### config.mk
export PLATFORM = sky130hd
export DESIGN_NAME = timer1_clock_select_and_gate_pulse
export DESIGN_NICKNAME = d
export VERILOG_FILES = /design/src/timer_pkg.sv /design/src/sync2.sv /design/src/timer1_clock_select_and_gate_pulse.sv
export SDC_FILE = /design/constraint.sdc
export NUM_CORES = 1
export LEC_CHECK = 0
export ABC_AREA = 1
export BUFFER_PORTS_ARGS = -buffer_cell sky130_fd_sc_hd__buf_4
export CORE_MARGIN = 2
export CORE_UTILIZATION = 52
export DETAILED_ROUTE_END_ITERATION = 10
export HOLD_SLACK_MARGIN = 0.08
export PLACE_DENSITY = 0.78
export SLEW_MARGIN = 20
export SYNTH_ARGS = -nofsm -noshare
export SYNTH_HDL_FRONTEND = slang
export SYNTH_SLANG_ARGS = --single-unit
### constraint.sdc
create_clock -name sys_clk -period 2.2 [get_ports sys_clk]
set_clock_uncertainty 0.05 [all_clocks]
set_input_delay 0.66 -clock sys_clk [delete_from_list [all_inputs] [get_ports sys_clk]]
set_output_delay 0.66 -clock sys_clk [all_outputs]
set_load 0.05 [all_outputs]
### src/timer_pkg.sv
package timer_pkg;

  // register byte offsets on the bus
  localparam logic [7:0] OFF_TIMER_CONTROL = 8'h00;
  localparam logic [7:0] OFF_GATE_CONTROL  = 8'h04;
  localparam logic [7:0] OFF_COUNT         = 8'h08;
  localparam logic [7:0] OFF_INT_STATUS    = 8'h0c;
  localparam logic [7:0] OFF_INT_MASK      = 8'h10;

  // timer_control field positions
  localparam int CS_HI   = 7;
  localparam int CS_LO   = 6;
  localparam int PS_HI   = 5;
  localparam int PS_LO   = 4;
  localparam int OSC_BIT = 3;
  localparam int SYN_BIT = 2;
  localparam int ON_BIT  = 0;

  // gate_control field positions
  localparam int GE_BIT  = 7;
  localparam int POL_BIT = 6;
  localparam int TM_BIT  = 5;
  localparam int SPM_BIT = 4;
  localparam int GO_BIT  = 3;
  localparam int GV_BIT  = 2;

  // interrupt status and mask bit positions
  localparam int INT_GATE = 0;
  localparam int INT_OVF  = 1;

  // clock source select encodings
  localparam logic [1:0] CS_INSTR = 2'h0;
  localparam logic [1:0] CS_SYS   = 2'h1;
  localparam logic [1:0] CS_EXT   = 2'h2;
  localparam logic [1:0] CS_CAP   = 2'h3;

  // instruction clock is the system clock divided by four
  localparam int         INSTR_DIV  = 4;
  localparam logic [1:0] INSTR_LAST = 2'(INSTR_DIV - 1);

  // reset values and the count maximum
  localparam logic [7:0]  CTL_RESET   = 8'h00;
  localparam logic [15:0] COUNT_RESET = 16'h0000;
  localparam logic [1:0]  INT_RESET   = 2'h0;
  localparam logic [15:0] COUNT_MAX   = 16'hffff;

  // bus phase of the register slave
  typedef enum logic [1:0] {
    PH_IDLE = 2'b00,
    PH_WR   = 2'b01,
    PH_RD1  = 2'b10,
    PH_RD2  = 2'b11
  } bus_ph_t;

endpackage

### src/sync2.sv
`timescale 1ns/1ps
module sync2 #(
  parameter int W = 4
) (
  input  wire logic         sys_clk,
  input  wire logic         rst,
  input  wire logic [W-1:0] d,
  output logic      [W-1:0] q
);

  typedef struct packed {
    logic [W-1:0] s1;
    logic [W-1:0] s2;
  } sync_state_t;

  sync_state_t st_r;
  sync_state_t st_nxt;

  // first stage feeds only the second stage
  always_comb begin
    st_nxt    = st_r;
    st_nxt.s1 = d;
    st_nxt.s2 = st_r.s1;
    if (rst) begin
      st_nxt = '0;
    end
  end

  always_ff @(posedge sys_clk) begin
    st_r <= st_nxt;
  end

  assign q = st_r.s2;

endmodule // sync2

### src/timer1_clock_select_and_gate_pulse.sv
`timescale 1ns/1ps
module timer1_clock_select_and_gate_pulse (
  input  wire logic        sys_clk,
  input  wire logic        rst,
  input  wire logic        por_reset,
  input  wire logic        hsel,
  input  wire logic [31:0] haddr,
  input  wire logic [1:0]  htrans,
  input  wire logic        hwrite,
  input  wire logic [2:0]  hsize,
  input  wire logic [31:0] hwdata,
  input  wire logic        hready,
  output logic             hreadyout,
  output logic             hresp,
  output logic      [31:0] hrdata,
  input  wire logic        ext_clock_pin,
  input  wire logic        crystal_in_pin,
  input  wire logic        cap_sense_osc,
  input  wire logic        gate_pin,
  output logic             osc_enable,
  output logic             irq
);

  typedef struct packed {
    // timer_control fields
    logic [1:0]               cs;
    logic [1:0]               ps;
    logic                     osc_en;
    logic                     sync_dis;
    logic                     on;
    // gate_control fields
    logic                     ge;
    logic                     pol;
    logic                     tm;
    logic                     spm;
    logic                     go;
    // counting state
    logic [15:0]              count;
    logic [1:0]               q;
    logic [2:0]               pre;
    logic                     ext_pend;
    logic                     ext_d;
    logic                     xtal_d;
    logic                     cap_d;
    logic                     g_d;
    logic                     tff;
    logic                     gin_d;
    logic                     sp_act;
    logic                     gval_d;
    // interrupts
    logic [1:0]               st;
    logic [1:0]               mask;
    // bus slave
    timer_pkg::bus_ph_t       ph;
    logic [7:0]               addr;
    logic [31:0]              rdata;
  } state_t;

  state_t s_r;
  state_t s_nxt;

  logic [3:0] pins_sync;
  logic       ext_s;
  logic       xtal_s;
  logic       cap_s;
  logic       gate_s;

  // every pin passes two flops before the block looks at it
  sync2 #(
    .W (4)
  ) u_pin_sync (
    .sys_clk (sys_clk),
    .rst     (rst),
    .d       ({gate_pin, cap_sense_osc, crystal_in_pin, ext_clock_pin}),
    .q       (pins_sync)
  );

  assign ext_s  = pins_sync[0];
  assign xtal_s = pins_sync[1];
  assign cap_s  = pins_sync[2];
  assign gate_s = pins_sync[3];

  // byte offset of a bus address, shared by read and write decode
  function automatic logic [7:0] reg_off(input logic [31:0] a);
    reg_off = {a[7:2], 2'b00};
  endfunction

  // prescale mask: the divider ticks once all masked bits are set
  function automatic logic [2:0] ps_mask(input logic [1:0] ps);
    case (ps)
      2'h0:    ps_mask = 3'h0;
      2'h1:    ps_mask = 3'h1;
      2'h2:    ps_mask = 3'h3;
      default: ps_mask = 3'h7;
    endcase
  endfunction

  // gate value as software sees it, from stored state and the synced pin
  logic gin;
  logic gsel;
  logic gval;

  always_comb begin
    gin  = s_r.pol ? gate_s : ~gate_s;
    gsel = s_r.tm ? s_r.tff : gin;
    gval = s_r.spm ? (s_r.sp_act & gsel) : gsel;
  end

  // register read data
  logic [31:0] rd_val;

  always_comb begin
    rd_val = 32'h0000_0000;
    case (s_r.addr)
      timer_pkg::OFF_TIMER_CONTROL: begin
        rd_val[7:0] = {s_r.cs, s_r.ps, s_r.osc_en, s_r.sync_dis, 1'b0, s_r.on};
      end
      timer_pkg::OFF_GATE_CONTROL: begin
        rd_val[7:0] = {s_r.ge, s_r.pol, s_r.tm, s_r.spm, s_r.go, gval, 2'b00};
      end
      timer_pkg::OFF_COUNT: begin
        rd_val[15:0] = s_r.count;
      end
      timer_pkg::OFF_INT_STATUS: begin
        rd_val[1:0] = s_r.st;
      end
      timer_pkg::OFF_INT_MASK: begin
        rd_val[1:0] = s_r.mask;
      end
      default: begin
        rd_val = 32'h0000_0000; // unmapped reads as zero
      end
    endcase
  end

  // next-state logic: bus, clock selection, prescaler, gate, counter
  logic        accept;
  logic        wr_now;
  logic        src_tick;
  logic        inc_tick;
  logic        ext_rise;
  logic        xtal_rise;
  logic        cap_rise;
  logic        gin_rise;
  logic        g_rise;
  logic        gval_fall;
  logic        cnt_en;
  logic        cnt_wr;
  logic [7:0]  wd;

  always_comb begin
    s_nxt     = s_r;
    accept    = hsel & hready & htrans[1];
    wr_now    = (s_r.ph == timer_pkg::PH_WR);
    wd        = hwdata[7:0];
    cnt_wr    = 1'b0;
    src_tick  = 1'b0;
    inc_tick  = 1'b0;
    ext_rise  = ext_s & ~s_r.ext_d;
    xtal_rise = xtal_s & ~s_r.xtal_d;
    cap_rise  = cap_s & ~s_r.cap_d;
    gin_rise  = gin & ~s_r.gin_d;
    g_rise    = gsel & ~s_r.g_d;
    gval_fall = s_r.gval_d & ~gval;

    // bus phase: reads take one wait state so the data leave a flop
    case (s_r.ph)
      timer_pkg::PH_RD1: begin
        s_nxt.rdata = rd_val;
        s_nxt.ph    = timer_pkg::PH_RD2;
        if (s_r.addr == timer_pkg::OFF_INT_STATUS) begin
          s_nxt.st = timer_pkg::INT_RESET; // read clears; events below win
        end
      end
      default: begin
        s_nxt.ph = timer_pkg::PH_IDLE;
        if (accept) begin
          s_nxt.addr = reg_off(haddr);
          s_nxt.ph   = hwrite ? timer_pkg::PH_WR : timer_pkg::PH_RD1;
        end
      end
    endcase

    // register writes commit in the data phase
    if (wr_now) begin
      case (s_r.addr)
        timer_pkg::OFF_TIMER_CONTROL: begin
          s_nxt.cs       = wd[timer_pkg::CS_HI:timer_pkg::CS_LO];
          s_nxt.ps       = wd[timer_pkg::PS_HI:timer_pkg::PS_LO];
          s_nxt.osc_en   = wd[timer_pkg::OSC_BIT];
          s_nxt.sync_dis = wd[timer_pkg::SYN_BIT];
          s_nxt.on       = wd[timer_pkg::ON_BIT];
        end
        timer_pkg::OFF_GATE_CONTROL: begin
          s_nxt.ge  = wd[timer_pkg::GE_BIT];
          s_nxt.pol = wd[timer_pkg::POL_BIT];
          s_nxt.tm  = wd[timer_pkg::TM_BIT];
          s_nxt.spm = wd[timer_pkg::SPM_BIT];
          s_nxt.go  = wd[timer_pkg::GO_BIT];
        end
        timer_pkg::OFF_COUNT: begin
          s_nxt.count = hwdata[15:0];
          cnt_wr      = 1'b1;
        end
        timer_pkg::OFF_INT_MASK: begin
          s_nxt.mask = hwdata[1:0];
        end
        default: begin
          s_nxt.addr = s_r.addr; // writes to unmapped offsets are dropped
        end
      endcase
    end

    // instruction clock phase counter runs free
    s_nxt.q      = s_r.q + 2'h1;
    s_nxt.ext_d  = ext_s;
    s_nxt.xtal_d = xtal_s;
    s_nxt.cap_d  = cap_s;

    // source selection
    case (s_r.cs)
      timer_pkg::CS_INSTR: begin
        src_tick = (s_r.q == timer_pkg::INSTR_LAST);
      end
      timer_pkg::CS_SYS: begin
        src_tick = 1'b1;
      end
      timer_pkg::CS_EXT: begin
        if (s_r.osc_en) begin
          src_tick = xtal_rise;
        end else if (s_r.sync_dis) begin
          src_tick = ext_rise;
        end else begin
          // synchronised edges are held until the instruction boundary
          if (ext_rise) begin
            s_nxt.ext_pend = 1'b1;
          end
          if ((s_r.ext_pend | ext_rise) && s_r.q == timer_pkg::INSTR_LAST) begin
            src_tick       = 1'b1;
            s_nxt.ext_pend = 1'b0;
          end
        end
      end
      timer_pkg::CS_CAP: begin
        src_tick = cap_rise;
      end
      default: begin
        src_tick = 1'b0;
      end
    endcase
    if (s_r.cs != timer_pkg::CS_EXT || s_r.osc_en || s_r.sync_dis) begin
      s_nxt.ext_pend = 1'b0;
    end

    // prescaler: only the divider restarts on a new ratio, never the count
    if (src_tick && s_r.on) begin
      s_nxt.pre = s_r.pre + 3'h1;
      inc_tick  = ((s_r.pre & ps_mask(s_r.ps)) == ps_mask(s_r.ps));
      if (inc_tick) begin
        s_nxt.pre = 3'h0;
      end
    end
    if (s_nxt.ps != s_r.ps) begin
      s_nxt.pre = 3'h0;
    end

    // toggle flop: cleared while toggle mode is off or the timer is off
    s_nxt.gin_d = gin;
    if (!s_r.tm || !s_r.on) begin
      s_nxt.tff = 1'b0;
    end else if (gin_rise) begin
      s_nxt.tff = ~s_r.tff;
    end

    // single pulse: armed by go/done, opens on the next gate rise
    s_nxt.g_d = gsel;
    if (!s_r.spm || !s_r.go) begin
      s_nxt.sp_act = 1'b0;
    end else if (g_rise) begin
      s_nxt.sp_act = 1'b1;
    end

    // trailing edge of the gate value ends the pulse
    s_nxt.gval_d = gval;
    if (gval_fall) begin
      if (s_r.spm && !(wr_now && s_r.addr == timer_pkg::OFF_GATE_CONTROL)) begin
        s_nxt.go = 1'b0;
      end
      s_nxt.st[timer_pkg::INT_GATE] = 1'b1;
    end

    // counter: a software write takes precedence over an increment
    cnt_en = s_r.on & (~s_r.ge | gval);
    if (cnt_en && inc_tick && !cnt_wr) begin
      s_nxt.count = s_r.count + 16'h0001;
      if (s_r.count == timer_pkg::COUNT_MAX) begin
        s_nxt.st[timer_pkg::INT_OVF] = 1'b1;
      end
    end

    // reset: control bits survive every reset but power-on
    if (rst) begin
      s_nxt       = '0;
      s_nxt.count = timer_pkg::COUNT_RESET;
      s_nxt.st    = timer_pkg::INT_RESET;
      s_nxt.mask  = timer_pkg::INT_RESET;
      s_nxt.ph    = timer_pkg::PH_IDLE;
      // edge detectors track their inputs so a kept setup sees no false edge
      s_nxt.ext_d  = ext_s;
      s_nxt.xtal_d = xtal_s;
      s_nxt.cap_d  = cap_s;
      s_nxt.gin_d  = gin;
      s_nxt.g_d    = gsel;
      s_nxt.gval_d = gval;
      if (!por_reset) begin
        s_nxt.cs       = s_r.cs;
        s_nxt.ps       = s_r.ps;
        s_nxt.osc_en   = s_r.osc_en;
        s_nxt.sync_dis = s_r.sync_dis;
        s_nxt.on       = s_r.on;
        s_nxt.ge       = s_r.ge;
        s_nxt.pol      = s_r.pol;
        s_nxt.tm       = s_r.tm;
        s_nxt.spm      = s_r.spm;
        s_nxt.go       = s_r.go;
      end
    end
  end

  always_ff @(posedge sys_clk) begin
    s_r <= s_nxt;
  end

  // outputs
  assign hreadyout  = (s_r.ph != timer_pkg::PH_RD1);
  assign hresp      = 1'b0;
  assign hrdata     = s_r.rdata;
  assign osc_enable = s_r.osc_en;
  assign irq        = |(s_r.st & s_r.mask);

endmodule // timer1_clock_select_and_gate_pulse

==> impl_metrics.json <==
{
  "status": "completed",
  "cp_slowest_cell": "dfxtp_1",
  "synth_top_family_by_area": "simple AND/OR/NAND/NOR gates",
  "crit_buf_inv": 3,
  "hpwl_mm": 6.77,
  "path_depth": 4,
  "dieWidth_microns": 91.6,
  "root_buffer": "clkbuf_8",
  "clock_latency_ns": 0.35,
  "r2r_setup_slack_ns": 0.25,
  "min_path_type": "register to register",
  "avgSynthCellArea_sq_um": 7.50,
  "cp_max_fo": 12,
  "synthSimpleGateAreaFrac": 0.256,
  "setup_violations": 0,
  "post_cts_buffers": 0,
  "synth-seq-cells": 78,
  "grt_max_degree": 30,
  "nets": 653,
  "r2r_cells": 9,
  "synthMuxAreaShare": 0,
  "grtUsageTotal": 0.225,
  "n_antenna_cell": 0,
  "crit_required_ns": 1.49,
  "wl_met1_mm": 4.21,
  "swShare": 0.287,
  "synth_fa_ha_area_frac": 0.00940,
  "min_from": "u_pin_sync.q[1]",
  "synthToLayoutAreaGrowth_pct": 12.5,
  "route.met3.wl_microns": 719,
  "globalplace.congestion": 0.936,
  "io_pins": 115,
  "routed.top_layer": "met4",
  "p_clk_frac": 0.340,
  "ant_nets": 0,
  "ys_seq_area_frac": 0.421,
  "portBuffers": 51,
  "rsz0062_at_grt": "false",
  "htreeDepth": 3,
  "wl_met2_mm": 4.15,
  "wl_mm": 9.25,
  "drt-initial-drc-count": 278,
  "ys_async_sr_fraction": 0,
  "crit_arrival_ns": 1.30,
  "drc": 0,
  "synth_ff_type": "dfxtp_1",
  "tns_ns": 0,
  "wl_per_cell_microns": 13.7,
  "startpoint_type": "register",
  "p_int_mw": 2.09,
  "clk_pin_slew_ns": 0.08,
  "placedInstanceArea_sq_um": 4310,
  "overflow": 0,
  "vias_per_cell": 5.19,
  "synth_edf_count": 12,
  "synth_compound_area_frac": 0.153,
  "syn_inst": 532,
  "fp.dieArea_sq_um": 8400,
  "crit_type": "register to output port",
  "initial_utilization": 0.545,
  "endpoint": "hreadyout",
  "p_leak_nw": 1.89,
  "fin_crit_sh": 0.915,
  "hold_violations": 0,
  "synth-xor-area-share": 0.0132,
  "netlist_area_sq_um": 3990,
  "ctsHoldBuffers": 0,
  "grt_antenna_before_repair": 0,
  "cpMostUsedCell": "inv_1",
  "final_cell_area_sq_um": 4490,
  "pwr-share-seq": 0.523,
  "cts_buffer_depth": 2,
  "critical_path.startpoint": "s_r[41]",
  "cp-end-kind": "output port",
  "p_comb_frac": 0.136,
  "power_density_nw_per_um2": 652,
  "crit_path_cell_trace": "inv_1, nor2_1, inv_1, buf_4",
  "crit_family": "buffers and inverters",
  "fin_hold_ws_ns": 0.301,
  "cts_tree": "built",
  "crit-reg2reg-launch": "s_r[79]",
  "post_cts_resized": 0,
  "cts_buffers": 9,
  "cap_violations": 0,
  "drive_gt1_frac": 0.186,
  "synth_cell_types": 41,
  "grt_pass1_vias": 3248,
  "layout_common_cells": "nand2_1 (82), inv_1 (66), dfxtp_1 (66), nor2_1 (64), buf_4 (59)",
  "final.min_clock_period_ns": 2.01,
  "grt_pass1_wl_mm": 15.1,
  "netSwitchingPower_mw": 0.839,
  "cts.sinks": 78,
  "fp-row-count": 31,
  "vias": 3500,
  "yosysWarnings": 0,
  "fmax_mhz": 497,
  "place_inst": 659,
  "report.final.slew_viol_count": 0,
  "die_h_microns": 91.6,
  "dr.pass1.iters": 5,
  "fin_cells": 675,
  "worst_path_largest_cell_delay_ns": 0.30,
  "ir_worst_vdd_v": 0.000363,
  "core_area_sq_um": 7330,
  "layout_commonest_cell": "nand2_1",
  "r2r-end": "s_r[68]"
}
==> Yosys cell counts, types with 3 or more instances <==
cell type / instances / area (sq um)
o21a_1: 3 / 22.5
inv_1: 66 / 248
nor3_1: 11 / 55.1
o211ai_1: 3 / 22.5
nor2_4: 6 / 67.6
inv_2: 6 / 22.5
o21ai_0: 42 / 210
nor2_1: 64 / 240
clkbuf_1: 9 / 33.8
buf_2: 4 / 20.0
nand2_2: 8 / 50.1
xor2_1: 5 / 43.8
a21oi_1: 39 / 195
edfxtp_1: 12 / 360
o21bai_1: 5 / 37.5
a31oi_1: 3 / 18.8
buf_4: 33 / 248
ha_1: 3 / 37.5
dfxtp_1: 66 / 1320
nor2_2: 3 / 18.8
nand4_1: 6 / 37.5
o22ai_1: 5 / 31.3
nand2_1: 82 / 308
nand3_1: 23 / 115
==> worst min-delay path by stage <==
stage / endpoint / slack [ns] / depth (start not counted)
after floorplan: s_r[51] / 0.28 / 0
after detailed placement: s_r[52] / 0.29 / 0
final: s_r[52] / 0.30 / 0
after global routing: s_r[52] / 0.31 / 0
after global placement: s_r[51] / 0.29 / 0
after CTS: s_r[52] / 0.30 / 0
==> power groups by stage <==
stage | Clock, mW | Combinational [mW] | Sequential (mW)
after CTS | 1.01 | 0.397 | 1.53
after global routing | 1.08 | 0.436 | 1.54
after global placement | 0 | 0.388 | 1.56
after floorplan | 0 | 0.311 | 1.56
after detailed placement | 0 | 0.395 | 1.57
final | 0.997 | 0.399 | 1.53
==> layout make-up <==
class,count,area (sq um)
fillers,666,2840
multi-input cells,350,1780
flip-flops and latches,78,1680
repair buffers,59,443
inverters,73,274
clock buffers,11,151
well taps,99,124
clock inverters,5,33.8
==> state kept, by name, indices dropped and copies added (netlist names) <==
signal,flops
u_pin_sync.st_r,4
u_pin_sync.q,4
hrdata,16
osc_enable,1
s_r,53
==> stage by stage <==
step / utilization / power, mW / setup WS [ns]
3_3_place_gp: 0.587 / 1.95 / 0.318
6_report: 0.613 / 2.93 / 0.187
2_1_floorplan: - / 1.87 / 0.366
5_1_grt: 0.613 / 3.05 / 0.0433
4_1_cts: 0.613 / 2.93 / 0.180
3_5_place_dp: 0.587 / 1.96 / 0.291
==> cells by family (layout without fill, tap and decap cells) <==
kind of cell	after synthesis	after routing
XOR/XNOR	6	6
AO/OA/AOI/OAI	109	109
adder cells (fa/ha/maj)	3	3
AND/OR/NAND/NOR	215	215
flip-flops	78	78
other	1	17
buffers and inverters	120	148
==> layer usage <==
layer | vias up | track usage
li1 | 1752 | -
met1 | 1587 | 0.305
met2 | 146 | 0.357
met3 | 15 | 0.0411
met4 | 0 | 0.0884
met5 | - | 0
No activity file was read; power rests on OpenSTA's default activity.
